**src/psfp_pkg.sv**
```systemverilog
// Constants and types shared by the peripheral serial frame port host.
package psfp_pkg;
    // Frame geometry in bits, counted from the frame sync start.
    localparam logic [6:0] PSFP_LEGACY_LAST = 7'h17;
    localparam logic [6:0] PSFP_IOM_LAST = 7'h5f;
    localparam logic [6:0] PSFP_FRAME_TOP = 7'h5f;
    localparam int PSFP_FRAME_W = 96;
    localparam int PSFP_SUB_LSB = 5;
    // Field positions inside the flattened frame vector, byte 0 at the top.
    localparam int PSFP_BEARER_ONE_MSB = 95;
    localparam int PSFP_BEARER_TWO_MSB = 87;
    localparam int PSFP_SLOT_F_MSB = 79;
    localparam int PSFP_D_BIT0_POS = 71;
    localparam int PSFP_D_BIT1_POS = 70;
    localparam int PSFP_CI_FIRST_MSB = 69;
    localparam int PSFP_MON0_RX_POS = 65;
    localparam int PSFP_MON0_TX_POS = 64;
    localparam int PSFP_CI_SECOND_MSB = 39;
    localparam int PSFP_MON1_RX_POS = 33;
    localparam int PSFP_MON1_TX_POS = 32;
    // Loss of bit clock timeout.
    localparam int PSFP_CLK_PERIOD_NS = 25;
    localparam int PSFP_LOSS_TIME_NS = 250000;
    localparam int PSFP_LOSS_CYCLES = (PSFP_LOSS_TIME_NS + PSFP_CLK_PERIOD_NS - 1) / PSFP_CLK_PERIOD_NS;
    localparam int PSFP_LOSS_W = 14;
    // Framing state of the host.
    typedef enum logic [0:0] {
        PSFP_HUNT = 1'b0,
        PSFP_LOCKED = 1'b1
    } psfp_state_t;
endpackage
```
**src/psfp_host.sv**
```systemverilog
// Host end that follows the device's peripheral port clocks and exchanges frames.
//
// Behaviour
// - Sample on rising, change on falling; this host changes its output right after the rising edge.
// - Layer-1 uses subframe 0, never reverses.
// - Downstream uses subframes 0 and 1.
// - IOM-2 frame is three 32-bit subframes.
// - Two bearer slots of 64 kbit/s.
// - Two monitor channels with handshake bits.
// - One 16 kbit/s signaling channel.
// - Command fields four and six bits.
// - Two intercommunication slots of 64 kbit/s.
// - MSB first except signaling, LSB first.
// - Signaling channel shared through arbitration channel; this host has none and sends its signaling bits when subframe 0 is enabled.
// - Bearers are first two slots, d and e.
`timescale 1ns/1ps
module psfp_host
    import psfp_pkg::*;
#(
    parameter int LOSS_CYCLES = PSFP_LOSS_CYCLES
) (
    input wire logic clk_in,
    input wire logic sys_rst_in,
    input wire logic host_enable_in,
    input wire logic iom_mode_in,
    input wire logic clk_invert_in,
    input wire logic [95:0] tx_frame_in,
    input wire logic [1:0] tx_d_in,
    input wire logic [2:0] tx_sub_en_in,
    input wire logic bit_clock_in,
    input wire logic frame_sync_in,
    input wire logic dev_serial_out_in,
    output logic dev_serial_in_out,
    output logic dev_serial_in_oe_out,
    output logic [95:0] rx_frame_out,
    output logic rx_valid_out,
    output logic [7:0] rx_bearer_one_out,
    output logic [7:0] rx_bearer_two_out,
    output logic [7:0] rx_slot_f_out,
    output logic [3:0] rx_ci_first_out,
    output logic [5:0] rx_ci_second_out,
    output logic [1:0] rx_d_out,
    output logic [1:0] rx_monitor_transmit_handshake_out,
    output logic [1:0] rx_monitor_receive_handshake_out,
    output logic locked_out
);

    localparam logic [PSFP_LOSS_W-1:0] LOSS_LAST = PSFP_LOSS_W'(LOSS_CYCLES - 1);

    // ==========================================================
    // Pin synchronisers
    // ==========================================================
    logic [2:0] s1_reg, s2_reg, s3_reg, filt_reg;
    logic [2:0] s1_next, s2_next, s3_next, filt_next;

    // Three stages per pin; a level is accepted once stages two and three agree.
    always_comb begin
        s1_next = {dev_serial_out_in, frame_sync_in, bit_clock_in};
        s2_next = s1_reg;
        s3_next = s2_reg;
        for (int i = 0; i < 3; i++) begin
            filt_next[i] = (s2_reg[i] == s3_reg[i]) ? s3_reg[i] : filt_reg[i];
        end
    end

    // Registers of the synchronisers.
    always_ff @(posedge clk_in) begin
        if (sys_rst_in) begin
            s1_reg <= 3'h0;
            s2_reg <= 3'h0;
            s3_reg <= 3'h0;
            filt_reg <= 3'h0;
        end else begin
            s1_reg <= s1_next;
            s2_reg <= s2_next;
            s3_reg <= s3_next;
            filt_reg <= filt_next;
        end
    end

    // ==========================================================
    // Edge detection and frame handling
    // ==========================================================
    logic bclk_eff;
    logic bclk_rise;
    logic fs_start;
    logic [95:0] tx_vec;
    logic bclk_prev_reg, bclk_prev_next;
    logic fs_prev_reg, fs_prev_next;

    // The device may invert its bit clock, so the effective edge is chosen here.
    assign bclk_eff = filt_reg[0] ^ clk_invert_in;
    assign bclk_rise = bclk_eff & ~bclk_prev_reg;
    assign fs_start = filt_reg[1] & ~fs_prev_reg;

    psfp_state_t state_reg, state_next;
    logic [6:0] cnt_reg, cnt_next;
    logic [95:0] work_reg, work_next;
    logic [95:0] rx_frame_reg, rx_frame_next;
    logic rx_valid_reg, rx_valid_next;
    logic pin_reg, pin_next;
    logic oe_reg, oe_next;
    logic [PSFP_LOSS_W-1:0] loss_reg, loss_next;
    logic [6:0] idx;
    logic [6:0] last_idx;

    // Signaling bits travel least significant first, so they are swapped into place.
    always_comb begin
        tx_vec = tx_frame_in;
        if (iom_mode_in) begin
            tx_vec[PSFP_D_BIT0_POS] = tx_d_in[0];
            tx_vec[PSFP_D_BIT1_POS] = tx_d_in[1];
        end
    end

    // Bit counter, receive assembly, transmit drive and loss of clock supervision.
    always_comb begin
        state_next = state_reg;
        bclk_prev_next = bclk_eff;
        fs_prev_next = fs_prev_reg;
        cnt_next = cnt_reg;
        work_next = work_reg;
        rx_frame_next = rx_frame_reg;
        rx_valid_next = 1'b0;
        pin_next = pin_reg;
        oe_next = oe_reg;
        loss_next = loss_reg;
        idx = fs_start ? 7'h00 : cnt_reg;
        last_idx = iom_mode_in ? PSFP_IOM_LAST : PSFP_LEGACY_LAST;
        if (!host_enable_in) begin
            state_next = PSFP_HUNT;
            cnt_next = 7'h00;
            oe_next = 1'b0;
            loss_next = '0;
        end else if (bclk_rise) begin
            // Device output is stable at the rising edge.
            fs_prev_next = filt_reg[1];
            loss_next = '0;
            work_next[PSFP_FRAME_TOP - idx] = filt_reg[2];
            if (fs_start) begin
                state_next = PSFP_LOCKED;
            end
            if (idx == last_idx) begin
                cnt_next = 7'h00;
                if (state_reg == PSFP_LOCKED) begin
                    rx_frame_next = work_next;
                    rx_valid_next = 1'b1;
                end
            end else begin
                cnt_next = idx + 7'h01;
            end
            // The next bit goes out right after the rising edge. The pin synchronisers delay a falling edge
            // by about half a fast bit period, so waiting for it would miss the device's rising sample.
            unique case (state_next)
                PSFP_HUNT: begin
                    oe_next = 1'b0;
                end
                PSFP_LOCKED: begin
                    if (iom_mode_in) begin
                        pin_next = 1'b0;
                        oe_next = tx_sub_en_in[cnt_next[6:PSFP_SUB_LSB]]
                            & ~tx_vec[PSFP_FRAME_TOP - cnt_next];
                    end else begin
                        pin_next = tx_vec[PSFP_FRAME_TOP - cnt_next];
                        oe_next = 1'b1;
                    end
                end
            endcase
        end else if (loss_reg == LOSS_LAST) begin
            // A clock that stops, as in power-down, ends the lock.
            state_next = PSFP_HUNT;
            oe_next = 1'b0;
            loss_next = '0;
        end else begin
            loss_next = loss_reg + 1'b1;
        end
    end

    // Registers of the frame logic.
    always_ff @(posedge clk_in) begin
        if (sys_rst_in) begin
            state_reg <= PSFP_HUNT;
            bclk_prev_reg <= clk_invert_in; // Matches the cleared synchroniser, so no false edge follows reset.
            fs_prev_reg <= 1'b0;
            cnt_reg <= 7'h00;
            work_reg <= '0;
            rx_frame_reg <= '0;
            rx_valid_reg <= 1'b0;
            pin_reg <= 1'b1;
            oe_reg <= 1'b0;
            loss_reg <= '0;
        end else begin
            state_reg <= state_next;
            bclk_prev_reg <= bclk_prev_next;
            fs_prev_reg <= fs_prev_next;
            cnt_reg <= cnt_next;
            work_reg <= work_next;
            rx_frame_reg <= rx_frame_next;
            rx_valid_reg <= rx_valid_next;
            pin_reg <= pin_next;
            oe_reg <= oe_next;
            loss_reg <= loss_next;
        end
    end

    // ==========================================================
    // Output fields
    // ==========================================================
    // Received fields are slices of the last complete frame.
    assign rx_frame_out = rx_frame_reg;
    assign rx_valid_out = rx_valid_reg;
    assign rx_bearer_one_out = rx_frame_reg[PSFP_BEARER_ONE_MSB -: 8];
    assign rx_bearer_two_out = rx_frame_reg[PSFP_BEARER_TWO_MSB -: 8];
    assign rx_slot_f_out = rx_frame_reg[PSFP_SLOT_F_MSB -: 8];
    assign rx_ci_first_out = rx_frame_reg[PSFP_CI_FIRST_MSB -: 4];
    assign rx_ci_second_out = rx_frame_reg[PSFP_CI_SECOND_MSB -: 6];
    assign rx_d_out = {rx_frame_reg[PSFP_D_BIT1_POS], rx_frame_reg[PSFP_D_BIT0_POS]};
    assign rx_monitor_transmit_handshake_out = {rx_frame_reg[PSFP_MON1_TX_POS], rx_frame_reg[PSFP_MON0_TX_POS]};
    assign rx_monitor_receive_handshake_out = {rx_frame_reg[PSFP_MON1_RX_POS], rx_frame_reg[PSFP_MON0_RX_POS]};
    assign dev_serial_in_out = pin_reg;
    assign dev_serial_in_oe_out = oe_reg;
    assign locked_out = (state_reg == PSFP_LOCKED);

    // ==========================================================
    // Assertions
    // ==========================================================
    disabled_no_drive_a: assert property (@(posedge clk_in) disable iff (sys_rst_in)
        !host_enable_in |=> !oe_reg) else $error("Pin driven while host disabled.");
    open_drain_low_a: assert property (@(posedge clk_in) disable iff (sys_rst_in)
        (oe_reg && iom_mode_in && $stable(iom_mode_in)) |-> !pin_reg) else $error("IOM pin driven high.");
    valid_one_cycle_a: assert property (@(posedge clk_in) disable iff (sys_rst_in)
        rx_valid_reg |=> !rx_valid_reg) else $error("Frame valid longer than one cycle.");
    valid_at_rise_a: assert property (@(posedge clk_in) disable iff (sys_rst_in)
        rx_valid_reg |-> ($past(bclk_rise) && $past(idx) == $past(last_idx))) else $error("Frame closed off edge.");
    pin_on_rise_a: assert property (@(posedge clk_in) disable iff (sys_rst_in)
        $changed(pin_reg) |-> $past(bclk_rise)) else $error("Pin changed off bit clock edge.");
    lock_on_sync_a: assert property (@(posedge clk_in) disable iff (sys_rst_in)
        (host_enable_in && bclk_rise && fs_start) |=> (locked_out && cnt_reg == 7'h01)) else $error("No lock on sync.");
    hunt_no_drive_a: assert property (@(posedge clk_in) disable iff (sys_rst_in)
        (!locked_out && !$past(locked_out)) |-> !oe_reg) else $error("Pin driven while hunting.");
    count_in_frame_a: assert property (@(posedge clk_in) disable iff (sys_rst_in)
        cnt_reg <= PSFP_IOM_LAST) else $error("Bit counter beyond frame.");
    loss_drops_lock_a: assert property (@(posedge clk_in) disable iff (sys_rst_in)
        (host_enable_in && !bclk_rise && loss_reg == LOSS_LAST) |=> (!locked_out && !oe_reg)) else $error("Lock kept.");
    legacy_drives_a: assert property (@(posedge clk_in) disable iff (sys_rst_in)
        (host_enable_in && bclk_rise && locked_out && !iom_mode_in) |=> oe_reg)
        else $error("Legacy pin not driven.");

endmodule

```
**config.mk**
```make
export PLATFORM = sky130hd
export DESIGN_NAME = psfp_host
export DESIGN_NICKNAME = d
export VERILOG_FILES = /design/src/psfp_pkg.sv /design/src/psfp_host.sv
export SDC_FILE = /design/constraint.sdc
export NUM_CORES = 1
export LEC_CHECK = 0
export BUFFER_PORTS_ARGS = -buffer_cell sky130_fd_sc_hd__buf_2
export CAP_MARGIN = 20
export CORE_UTILIZATION = 25
export DETAILED_ROUTE_END_ITERATION = 10
export PLACE_DENSITY = 0.43
export SETUP_SLACK_MARGIN = 0.15
export SYNTH_ARGS = -nofsm -noshare
export SYNTH_HDL_FRONTEND = slang
export SYNTH_SLANG_ARGS = --single-unit
```
**constraint.sdc**
```tcl
create_clock -name clk_in -period 2 [get_ports clk_in]
set_input_delay 0 -clock clk_in [delete_from_list [all_inputs] [get_ports clk_in]]
set_output_delay 0 -clock clk_in [all_outputs]
set_load 0.01 [all_outputs]
```
* After elaboration in Yosys (flattened, before gate mapping)
Index checks and enable logic that the tools add are counted.
** Word-level totals
- Bits in registers :: 231
- Output and inout bits :: 140
** Operators by class
- Multiplexer cells :: 24
- Magnitude comparators :: 4
- Reductions and logical operators :: 8
- Bitwise gates (word level) :: 11
- Equality and inequality tests :: 5
- Add/sub/neg operators :: 4
** Operators with widths (count)
- $bwmux 96 :: 1
- $mux 7 :: 5
- $lt 7x8->1 const B :: 2
- $add 14x1->14 const B :: 1
- $eq 14x14->1 const B :: 1
- $sub 7x7->7 const A :: 2
- $mux 1 :: 13
- $reduce_or 4->1 :: 2
- $add 7x1->7 const B :: 1
- $bmux 1 s7 :: 1
- $demux 1 s7 :: 1
- $eq 7x7->1 :: 1
- $ge 7x1->1 const B :: 1
- $not 1->1 :: 7
- $reduce_and 4->1 :: 1
- $and 1x1->1 :: 3
- $eq 1x1->1 :: 3
- $lt 2x3->1 const B :: 1
- $reduce_and 3->1 :: 1
- $bmux 1 s2 :: 1
- $mux 2 :: 1
- $pmux 1 s2 :: 1
- $reduce_and 2->1 :: 1
- $reduce_bool 2->1 :: 1
- other kinds (3) :: 3

* Logic depth before layout (Yosys ltp)
Gate-level depths: netlist of run 1.
- Depth after elaboration :: 15
- Gate-level depth with buffers :: 11
- Mapped depth without buffers :: 8

* Worst setup path before layout of run 1
OpenSTA, ideal clock, no wires.
- Kind :: flip-flop to flip-flop
- Start :: reg cnt_reg[0]
- End :: reg oe_reg, in the netlist dev_serial_in_oe_out
- Arrival time :: 1912 ps
- Path slack :: -28 ps
- Library setup time :: 116 ps
- Path buffers :: 2
- Stages on the path, launching flop included :: 11
- Path through :: dfxtp_1 -> buf_4 -> nand3_2 -> a2111oi_2 -> a31o_2 -> buf_4 -> o311a_1 -> nor3_1 -> o31ai_1 -> o211ai_1 -> a31o_1
** On the way
- Longest elaborated chain between the ends :: 13
- Elaborated cells on any way between the ends :: 16
- Classes of those cells :: 2 x add/sub; 1 x eq/ne; 11 x mux; 2 x bitwise
** Ends and longest elaborated chain
- start: declaration :: RTL line psfp_host.sv:97 : logic [6:0] cnt_reg, cnt_next;
- start signal: assignment :: RTL line psfp_host.sv:196 : cnt_reg <= cnt_next;
- $mux 7 (*) :: RTL line psfp_host.sv:128 : idx = fs_start ? 7'h00 : cnt_reg;
- $add 7x1->7 / $eq 7x7->1 (equally long branches) :: RTL line psfp_host.sv:150, psfp_host.sv:143
- $mux 7 (*) :: RTL line psfp_host.sv:143 : if (idx == last_idx) begin
- $mux 7 (*) :: RTL line psfp_host.sv:135 : end else if (bclk_rise) begin
- $mux 7 (*) :: RTL line psfp_host.sv:130 : if (!host_enable_in) begin
- $sub 7x7->7 :: RTL line psfp_host.sv:162 : & ~tx_vec[PSFP_FRAME_TOP - cnt_next];
- $bmux 1 s7 :: RTL line psfp_host.sv:162
- $mux 1 (implied by the code) :: RTL line psfp_host.sv:162
- $not 1->1 :: RTL line psfp_host.sv:162
- $and 1x1->1 (*) :: RTL line psfp_host.sv:162
- $mux 1 (*) :: RTL line psfp_host.sv:159 : if (iom_mode_in) begin
- $pmux 1 s2 (*) :: RTL line psfp_host.sv:154 : unique case (state_next)
- $mux 1 (*) :: RTL line psfp_host.sv:135
- end signal: assignment :: RTL line psfp_host.sv:201 : oe_reg <= oe_next;
- end: declaration :: RTL line psfp_host.sv:102 : logic oe_reg, oe_next;
Mark *: on every way between the ends. The rest lies on a longest branch, timed or not. The select of a mux whose other input is x is not followed.
A chain may end at the register's enable or synchronous reset.

* Worst setup path in the final report of run 1
- Start :: reg cnt_reg[2]
- End :: reg pin_reg, in the netlist dev_serial_in_out
** On the way
- Longest elaborated chain between the ends :: 9
- Elaborated cells on any way between the ends :: 10
- Classes of those cells :: 2 x add/sub; 1 x eq/ne; 7 x mux
** Ends and longest elaborated chain
- $mux 7 (*) :: RTL line psfp_host.sv:128
- $add 7x1->7 / $eq 7x7->1 (equally long branches) :: RTL line psfp_host.sv:150, psfp_host.sv:143
- $mux 7 (*) :: RTL line psfp_host.sv:143
- $mux 7 (*) :: RTL line psfp_host.sv:135
- $mux 7 (*) :: RTL line psfp_host.sv:130
- $sub 7x7->7 (*) :: RTL line psfp_host.sv:164 : pin_next = tx_vec[PSFP_FRAME_TOP - cnt_next];
- $bmux 1 s7 (*) :: RTL line psfp_host.sv:164
- $mux 1 (implied by the code) (*) :: RTL line psfp_host.sv:164
- $mux 1 (*) :: RTL line psfp_host.sv:159
- end signal: assignment :: RTL line psfp_host.sv:200 : pin_reg <= pin_next;
- end: declaration :: RTL line psfp_host.sv:101 : logic pin_reg, pin_next;
Marks and branches as above.

==> out/results.txt, run 1 <==
Die X: 214.5 microns
Seq pwr share: 43.7%
required time of the critical path: 2.49 ns
DRT Wirelength: 48680 microns
Slew Viols, Final: 0
Clock Pin Slew Worst Setup and Hold Paths: 0.06 ns
clk_skew: 0.03029 ns
CTS tree: done
drt wl/cell: 20.06 microns
WL met3: 2101 microns
Yosys top cell by area: dfxtp_1
failing checks: setup timing
Net Sw Frac: 23.10%
Max clock buf depth: 3
met1 WL: 22260 microns
critical path type: flip-flop to flip-flop
most frequent cells in the layout: buf_2, dfxtp_1, nand3_1
Die Ht: 214.5 microns
DRC Markers: 0
first-pass GRT wire length: 71300 microns
EDFF count, synth: 0
maximum vdd ir drop: 0.6105 mV
leakage: 0.006634 uW
remaining antenna violation count after routing: 0
clock tree sinks: 231
Seq/Total Area, Yosys: 40.97%
status: finished, violations left
hold path cells: 7
sw power: 2460 uW
fmax: 480.0 MHz
Internal Pwr Total: 8191 uW
number of synthesized register bits: 231
WHS Endpoint: dev_serial_in_out
commonest non-fill, non-tap cell in the layout: buf_2
Net Count, Synth: 1542
vias in the first global route: 11750
I/O Buffers: 248
Total Routing Usage GR: 19.73%
Clock power frac: 50.9%
Max-cap violations: 0
initial antenna violation count: 1
Hold Slack: 0.09367 ns
routed vias/inst: 5.079
Reg2Reg Setup Slack: -0.08 ns
area grow syn2layout: 59.14%
Crit Path Max Fanout: 7
ys async rst share: 0%
Post-synth top flop: dfxtp_1
reg-to-reg startpoint: cnt_reg[2]
CP endpoint kind: flip-flop
fin crit share: 104.2%
first drt pass iteration count: 5
syn avg cell area: 7.882 sq um
Worst Path Arrival: 2.57 ns
Slew @ Worst Pin: 1.226 ns
Reg-to-Reg End: dev_serial_in_out
Comb pwr share: 5.4%
max layer used: met4
Final min period: 2.083 ns
Final HPWL DP: 30550 microns
hold crit path type: input port to flip-flop
Core Rows: 77
via count: 12330
total CTS buffers: 28
NumNets Final: 1923
hold_sp: tx_frame_in[22]
R2R depth: 8
gpl congestion: 0.8328
DR WL met2: 22880 microns
RSZ-0062 raised after global routing: yes
pin count of the biggest net entering global routing: 203
P per Cell Area: 593.0 nW/um^2
Synthesis Warnings: 0
Setup Viol. Count Final: 9
total design power: 10650 uW
Worst setup SP type: flip-flop
Clock Latency Late Sink: 0.57 ns
Mapped Cells: 1432
final hold viol count: 0
fillers: 4468
Distinct cells, synth: 67
drt first-iter violations: 799
core area: 44410 sq um
synthesized area: 11290 sq um
share of layout cells above drive strength 1: 44.11%
die area: 46000 sq um
Area contributors post-synth: dfxtp_1, o21ai_0, nor2_1
final setup margin: -0.08326 ns
io pins: 249
CTS H-Tree Depth: 1
Initial Util: 25.41%
GRT Residual Overflow: 0
Slew headroom: 18.29%
CTS root buffer: clkbuf_16
top cell type's share of synthesized area: 40.97%
## stage by stage
step	std cells	instance area, sq um	TNS (ns)	utilization [%]	setup slack, ns
floorplan	1432	11390	0	-	0.05811
global placement	2274	14080	-4.721	31.71	-0.1896
detailed placement	2274	14080	-7.695	31.71	-0.1406
CTS	2382	16220	-0.3973	36.52	-0.04159
global route	2427	17960	-5.061	40.44	-0.1809
finish	2427	17960	-0.3578	40.44	-0.08326
## cell type report
class                   instances  area (sq um)  share of cell area (%)
diodes                          1         2.502                 0.01393
clock buffers                  38         798.3                   4.444
clock inverters                13         178.9                  0.9961
inverters                       8         30.03                  0.1672
multi-input cells            1021          6973                   38.82
flip-flops and latches        231          4648                   25.88
well taps                     592         740.7                   4.124
repair buffers                523          4591                   25.56
## critical path, stage by stage (launching register included)
cell,delay (ns)
dfxtp_4,0.36
buf_6,0.13
and3_4,0.20
buf_4,0.14
a211o_4,0.36
a21boi_0,0.15
o31ai_1,0.26
o211ai_1,0.17
o31ai_1,0.25
## worst max-delay path by stage
stage / from / end / slack, ns / cells after the start
after floorplan: fs_prev_reg / dev_serial_in_oe_out / 0.06 / 10
after global placement: cnt_reg[0] / dev_serial_in_oe_out / -0.19 / 9
after detailed placement: cnt_reg[1] / dev_serial_in_out / -0.14 / 8
after CTS: fs_prev_reg / dev_serial_in_oe_out / -0.04 / 8
after global routing: cnt_reg[0] / dev_serial_in_oe_out / -0.18 / 10
final: cnt_reg[2] / dev_serial_in_out / -0.08 / 8
## Yosys cell counts (5+ instances only)
cell	instances
buf_4	56
nor2_1	209
buf_2	30
a21oi_1	96
a311oi_1	76
o21ai_0	173
xnor2_1	7
nand2b_1	12
nor2b_1	14
o22ai_1	8
mux2i_1	35
nor3_1	14
nand3_1	151
o31ai_1	5
inv_1	8
a211oi_1	44
mux2_2	5
clkbuf_1	83
buf_1	5
nand2_1	84
and3_1	7
dfxtp_1	231
xor2_1	7
## kinds of logic (layout without fill, tap and decap cells)
group	count (synthesis)	in the layout	share of synthesized area (%)
DFF	231	231	40.97
xor gates and xnor gates	14	14	1.086
adders and majority gates	1	1	0.1108
buffers and inverters	183	582	8.347
muxes	44	44	4.401
and+or+nand+nor	518	521	20.76
other	0	1	0
AOI/OAI and AO/OA	441	441	24.32
## repair_timing
| item | CTS | global route |
|---|---|---|
| setup buffers | 31 | 35 |
| resized for setup | 113 | 340 |
| pin swaps | 27 | 78 |
| endpoints found under the hold margin | 13 | 0 |
| setup endpoints to repair | 192 | 190 |
| hold buffers | 10 | 0 |
| gates cloned | 16 | 9 |
## routing by layer
metal	GRT usage, %	up-vias
met5	0	-
met4	5.857	0
met3	2.369	77
met2	32.00	345
met1	27.29	5988
li1	-	5916
## power groups by stage
stage | Combinational (uW) | Clock (uW) | Sequential (uW)
4_1_cts | 509 | 5540 | 4640
3_5_place_dp | 468 | 0 | 4750
6_report | 575 | 5430 | 4650
2_1_floorplan | 231 | 0 | 4740
5_1_grt | 614 | 5740 | 4650
3_3_place_gp | 467 | 0 | 4750
No activity file was read; power rests on OpenSTA's default activity.
==> run 2, diff against run 1 <==
--- a/config.mk
+++ b/config.mk
@@ -9,7 +9,7 @@
 export CAP_MARGIN = 20
 export CORE_UTILIZATION = 25
 export DETAILED_ROUTE_END_ITERATION = 10
-export PLACE_DENSITY = 0.43
+export PLACE_DENSITY = 0.44
 export SETUP_SLACK_MARGIN = 0.15
 export SYNTH_ARGS = -nofsm -noshare
 export SYNTH_HDL_FRONTEND = slang
==> run 2 against run 1 <==
The run still ends with setup timing left; sequential share of layout area grew 0.14 points; sequential power is essentially flat; die area did not move; clock power fell by 7.0%; critical path type unchanged; largest cell class unchanged.
==> out/results.txt, run 2 (synthesized netlist as in run 1, its figures left out) <==
CP endpoint kind: flip-flop (unchanged)
CTS root buffer: clkbuf_16 (unchanged)
clk_skew: 0.01274 ns (was 0.03029 ns)
Clock Latency Late Sink: 0.55 ns (was 0.57 ns)
Final HPWL DP: 30640 microns (was 30550 microns)
DRT Wirelength: 47870 microns (was 48680 microns)
Crit Path Max Fanout: 6 (was 7)
final setup margin: -0.1548 ns (was -0.08326 ns)
clock tree sinks: 231 (unchanged)
Slew Viols, Final: 0 (unchanged)
Core Rows: 77 (unchanged)
register area: 4648 sq um (unchanged)
initial antenna violation count: 0 (was 1)
Slew @ Worst Pin: 0.5956 ns (was 1.226 ns)
die area: 46000 sq um (unchanged)
fillers: 4477 (was 4468)
Die X: 214.5 microns (unchanged)
drt first-iter violations: 809 (was 799)
failing checks: setup timing (unchanged)
worst-path cell chain: nand3_4 -> a2111oi_4 -> a31o_2 -> o311a_1 -> nor3_2 -> o31ai_1 -> buf_4 -> o211ai_1 -> o31ai_1 (was buf_6 -> and3_4 -> buf_4 -> a211o_4 -> a21boi_0 -> o31ai_1 -> o211ai_1 -> o31ai_1)
area grow syn2layout: 58.30% (was 59.14%)
CTS H-Tree Depth: 1 (unchanged)
reg-to-reg startpoint: cnt_reg[0] (was cnt_reg[2])
CTS tree: done (unchanged)
Max clock buf depth: 3 (unchanged)
Initial Util: 25.41% (unchanged)
Reg2Reg Setup Slack: -0.15 ns (was -0.08 ns)
DRC Markers: 0 (unchanged)
final hold viol count: 0 (unchanged)
gpl congestion: 0.8553 (was 0.8328)
NumNets Final: 1914 (was 1923)
Core Util, Final: 40.23% (was 40.44%)
Total Routing Usage GR: 19.32% (was 19.73%)
commonest non-fill, non-tap cell in the layout: buf_2 (unchanged)
leakage: 0.006533 uW (was 0.006634 uW)
io pins: 249 (unchanged)
first drt pass iteration count: 5 (unchanged)
multi-input logic area: 6985 sq um (was 6973 sq um)
Max-cap violations: 0 (unchanged)
Finished Cell Area: 17870 sq um (was 17960 sq um)
required time of the critical path: 2.47 ns (was 2.49 ns)
placed instance area: 14150 sq um (was 14080 sq um)
I/O Buffers: 248 (unchanged)
Worst Path Arrival: 2.62 ns (was 2.57 ns)
first-pass GRT wire length: 69700 microns (was 71300 microns)
Crit-path slowest cell: dfxtp_4 (unchanged)
routed vias/inst: 5.048 (was 5.079)
Largest stage delay, worst path: 0.39 ns (was 0.36 ns)
Worst setup SP type: flip-flop (unchanged)
crit path from: cnt_reg[0] (was cnt_reg[2])
Top cell by count, worst path: o31ai_1 (unchanged)
most frequent cells in the layout: buf_2, dfxtp_1, nand3_1 (unchanged)
total CTS buffers: 28 (unchanged)
P per Cell Area: 575.0 nW/um^2 (was 593.0 nW/um^2)
status: finished, violations left (unchanged)
hold crit path type: input port to flip-flop (unchanged)
Setup Viol. Count Final: 97 (was 9)
share of layout cells above drive strength 1: 43.26% (was 44.11%)
vias in the first global route: 11420 (was 11750)
fmax: 464.1 MHz (was 480.0 MHz)
RSZ-0062 raised after global routing: yes (unchanged)
ant diodes: 0 (was 1)
fin crit share: 107.7% (was 104.2%)
critical path type: flip-flop to flip-flop (unchanged)
hold_sp: clk_invert_in (was tx_frame_in[22])
Clock Pin Slew Worst Setup and Hold Paths: 0.06 ns (about the same)
core area: 44410 sq um (unchanged)
Slew headroom: 60.29% (was 18.29%)
pin count of the biggest net entering global routing: 98 (was 203)
GRT Residual Overflow: 0 (unchanged)
remaining antenna violation count after routing: 0 (unchanged)
drt wl/cell: 19.81 microns (was 20.06 microns)
Die Ht: 214.5 microns (unchanged)
Final min period: 2.155 ns (was 2.083 ns)
via count: 12200 (was 12330)
maximum vdd ir drop: 0.5152 mV (was 0.6105 mV)
[run 2: changes by cell type in the layout (fill, tap and decap cells not counted), moves of 5 or more]
cell and change:
o21ai_1 -19, o21ai_0 +16, clkbuf_16 +7, clkbuf_1 +5
nor3_4 +5, buf_6 -17, nand3_1 -6, a311oi_2 -6
a311oi_1 +6
[run 2: area by class of cell]
| type | count | share of cell area (%) |
|---|---|---|
| clock buffers | 44 | 4.713 |
| well taps | 592 | 4.146 |
| flip-flops and latches | 231 | 26.02 |
| clock inverters | 6 | 0.3291 |
| inverters | 8 | 0.1681 |
| multi-input cells | 1018 | 39.10 |
| repair buffers | 517 | 25.53 |
[run 2: worst paths after layout]
kind | to | cells after the start
worst max-delay path | dev_serial_in_out | 9
worst min-delay path | dev_serial_in_oe_out | 5
worst max register to register | dev_serial_in_out | 9
worst min register to register | s2_reg[1] | 1
[run 2: per-layer routing]
metal | up-vias | wire length, microns | global-route usage (%)
met5 | - | 0 | 0
met4 | 0 | 980 | 3.714
met3 | 63 | 1967 | 2.610
met2 | 293 | 23320 | 32.84
met1 | 5945 | 21600 | 26.07
li1 | 5894 | - | -
[run 2: what timing repair did]
| action | in CTS | in global routing |
|---|---|---|
| pin swaps | 25 | 96 |
| resized for setup | 108 | 309 |
| endpoints found under the hold margin | 34 | 0 |
| hold buffers | 12 | 0 |
| setup endpoints to repair | 190 | 197 |
| buffers inserted | 10 | 45 |
| gates cloned | 10 | 16 |
[run 2: stage by stage]
step | std cells | total power (uW) | TNS (ns) | hold WS [ns] | worst slack, ns
6_report | 2416 | 10270 | -6.560 | 0.05717 | -0.1548
5_1_grt | 2416 | 10610 | -14.74 | 0.09043 | -0.3047
4_1_cts | 2355 | 10320 | -1.259 | 0.03548 | -0.1230
3_5_place_dp | 2273 | 5218 | -18.15 | 0.2308 | -0.2352
3_3_place_gp | 2273 | 5217 | -10.56 | 0.2158 | -0.2415
2_1_floorplan | 1432 | 4976 | 0 | 0.09745 | 0.05811
[run 2: worst max-delay path, delay by kind of cell (launching register included)]
| family | cells | cell delay (ns) |
|---|---|---|
| DFF | 1 | 0.39 |
| and+or+nand+nor | 2 | 0.18 |
| AOI/OAI and AO/OA | 6 | 1.36 |
| buffers and inverters | 1 | 0.14 |
[run 2: power breakdown]
part           switching, uW  leakage [uW]  internal, uW  total [uW]
clock                   2050      0.000445          3000        5050
combinational            315       0.00422           260         575
sequential              21.0       0.00187          4630        4650
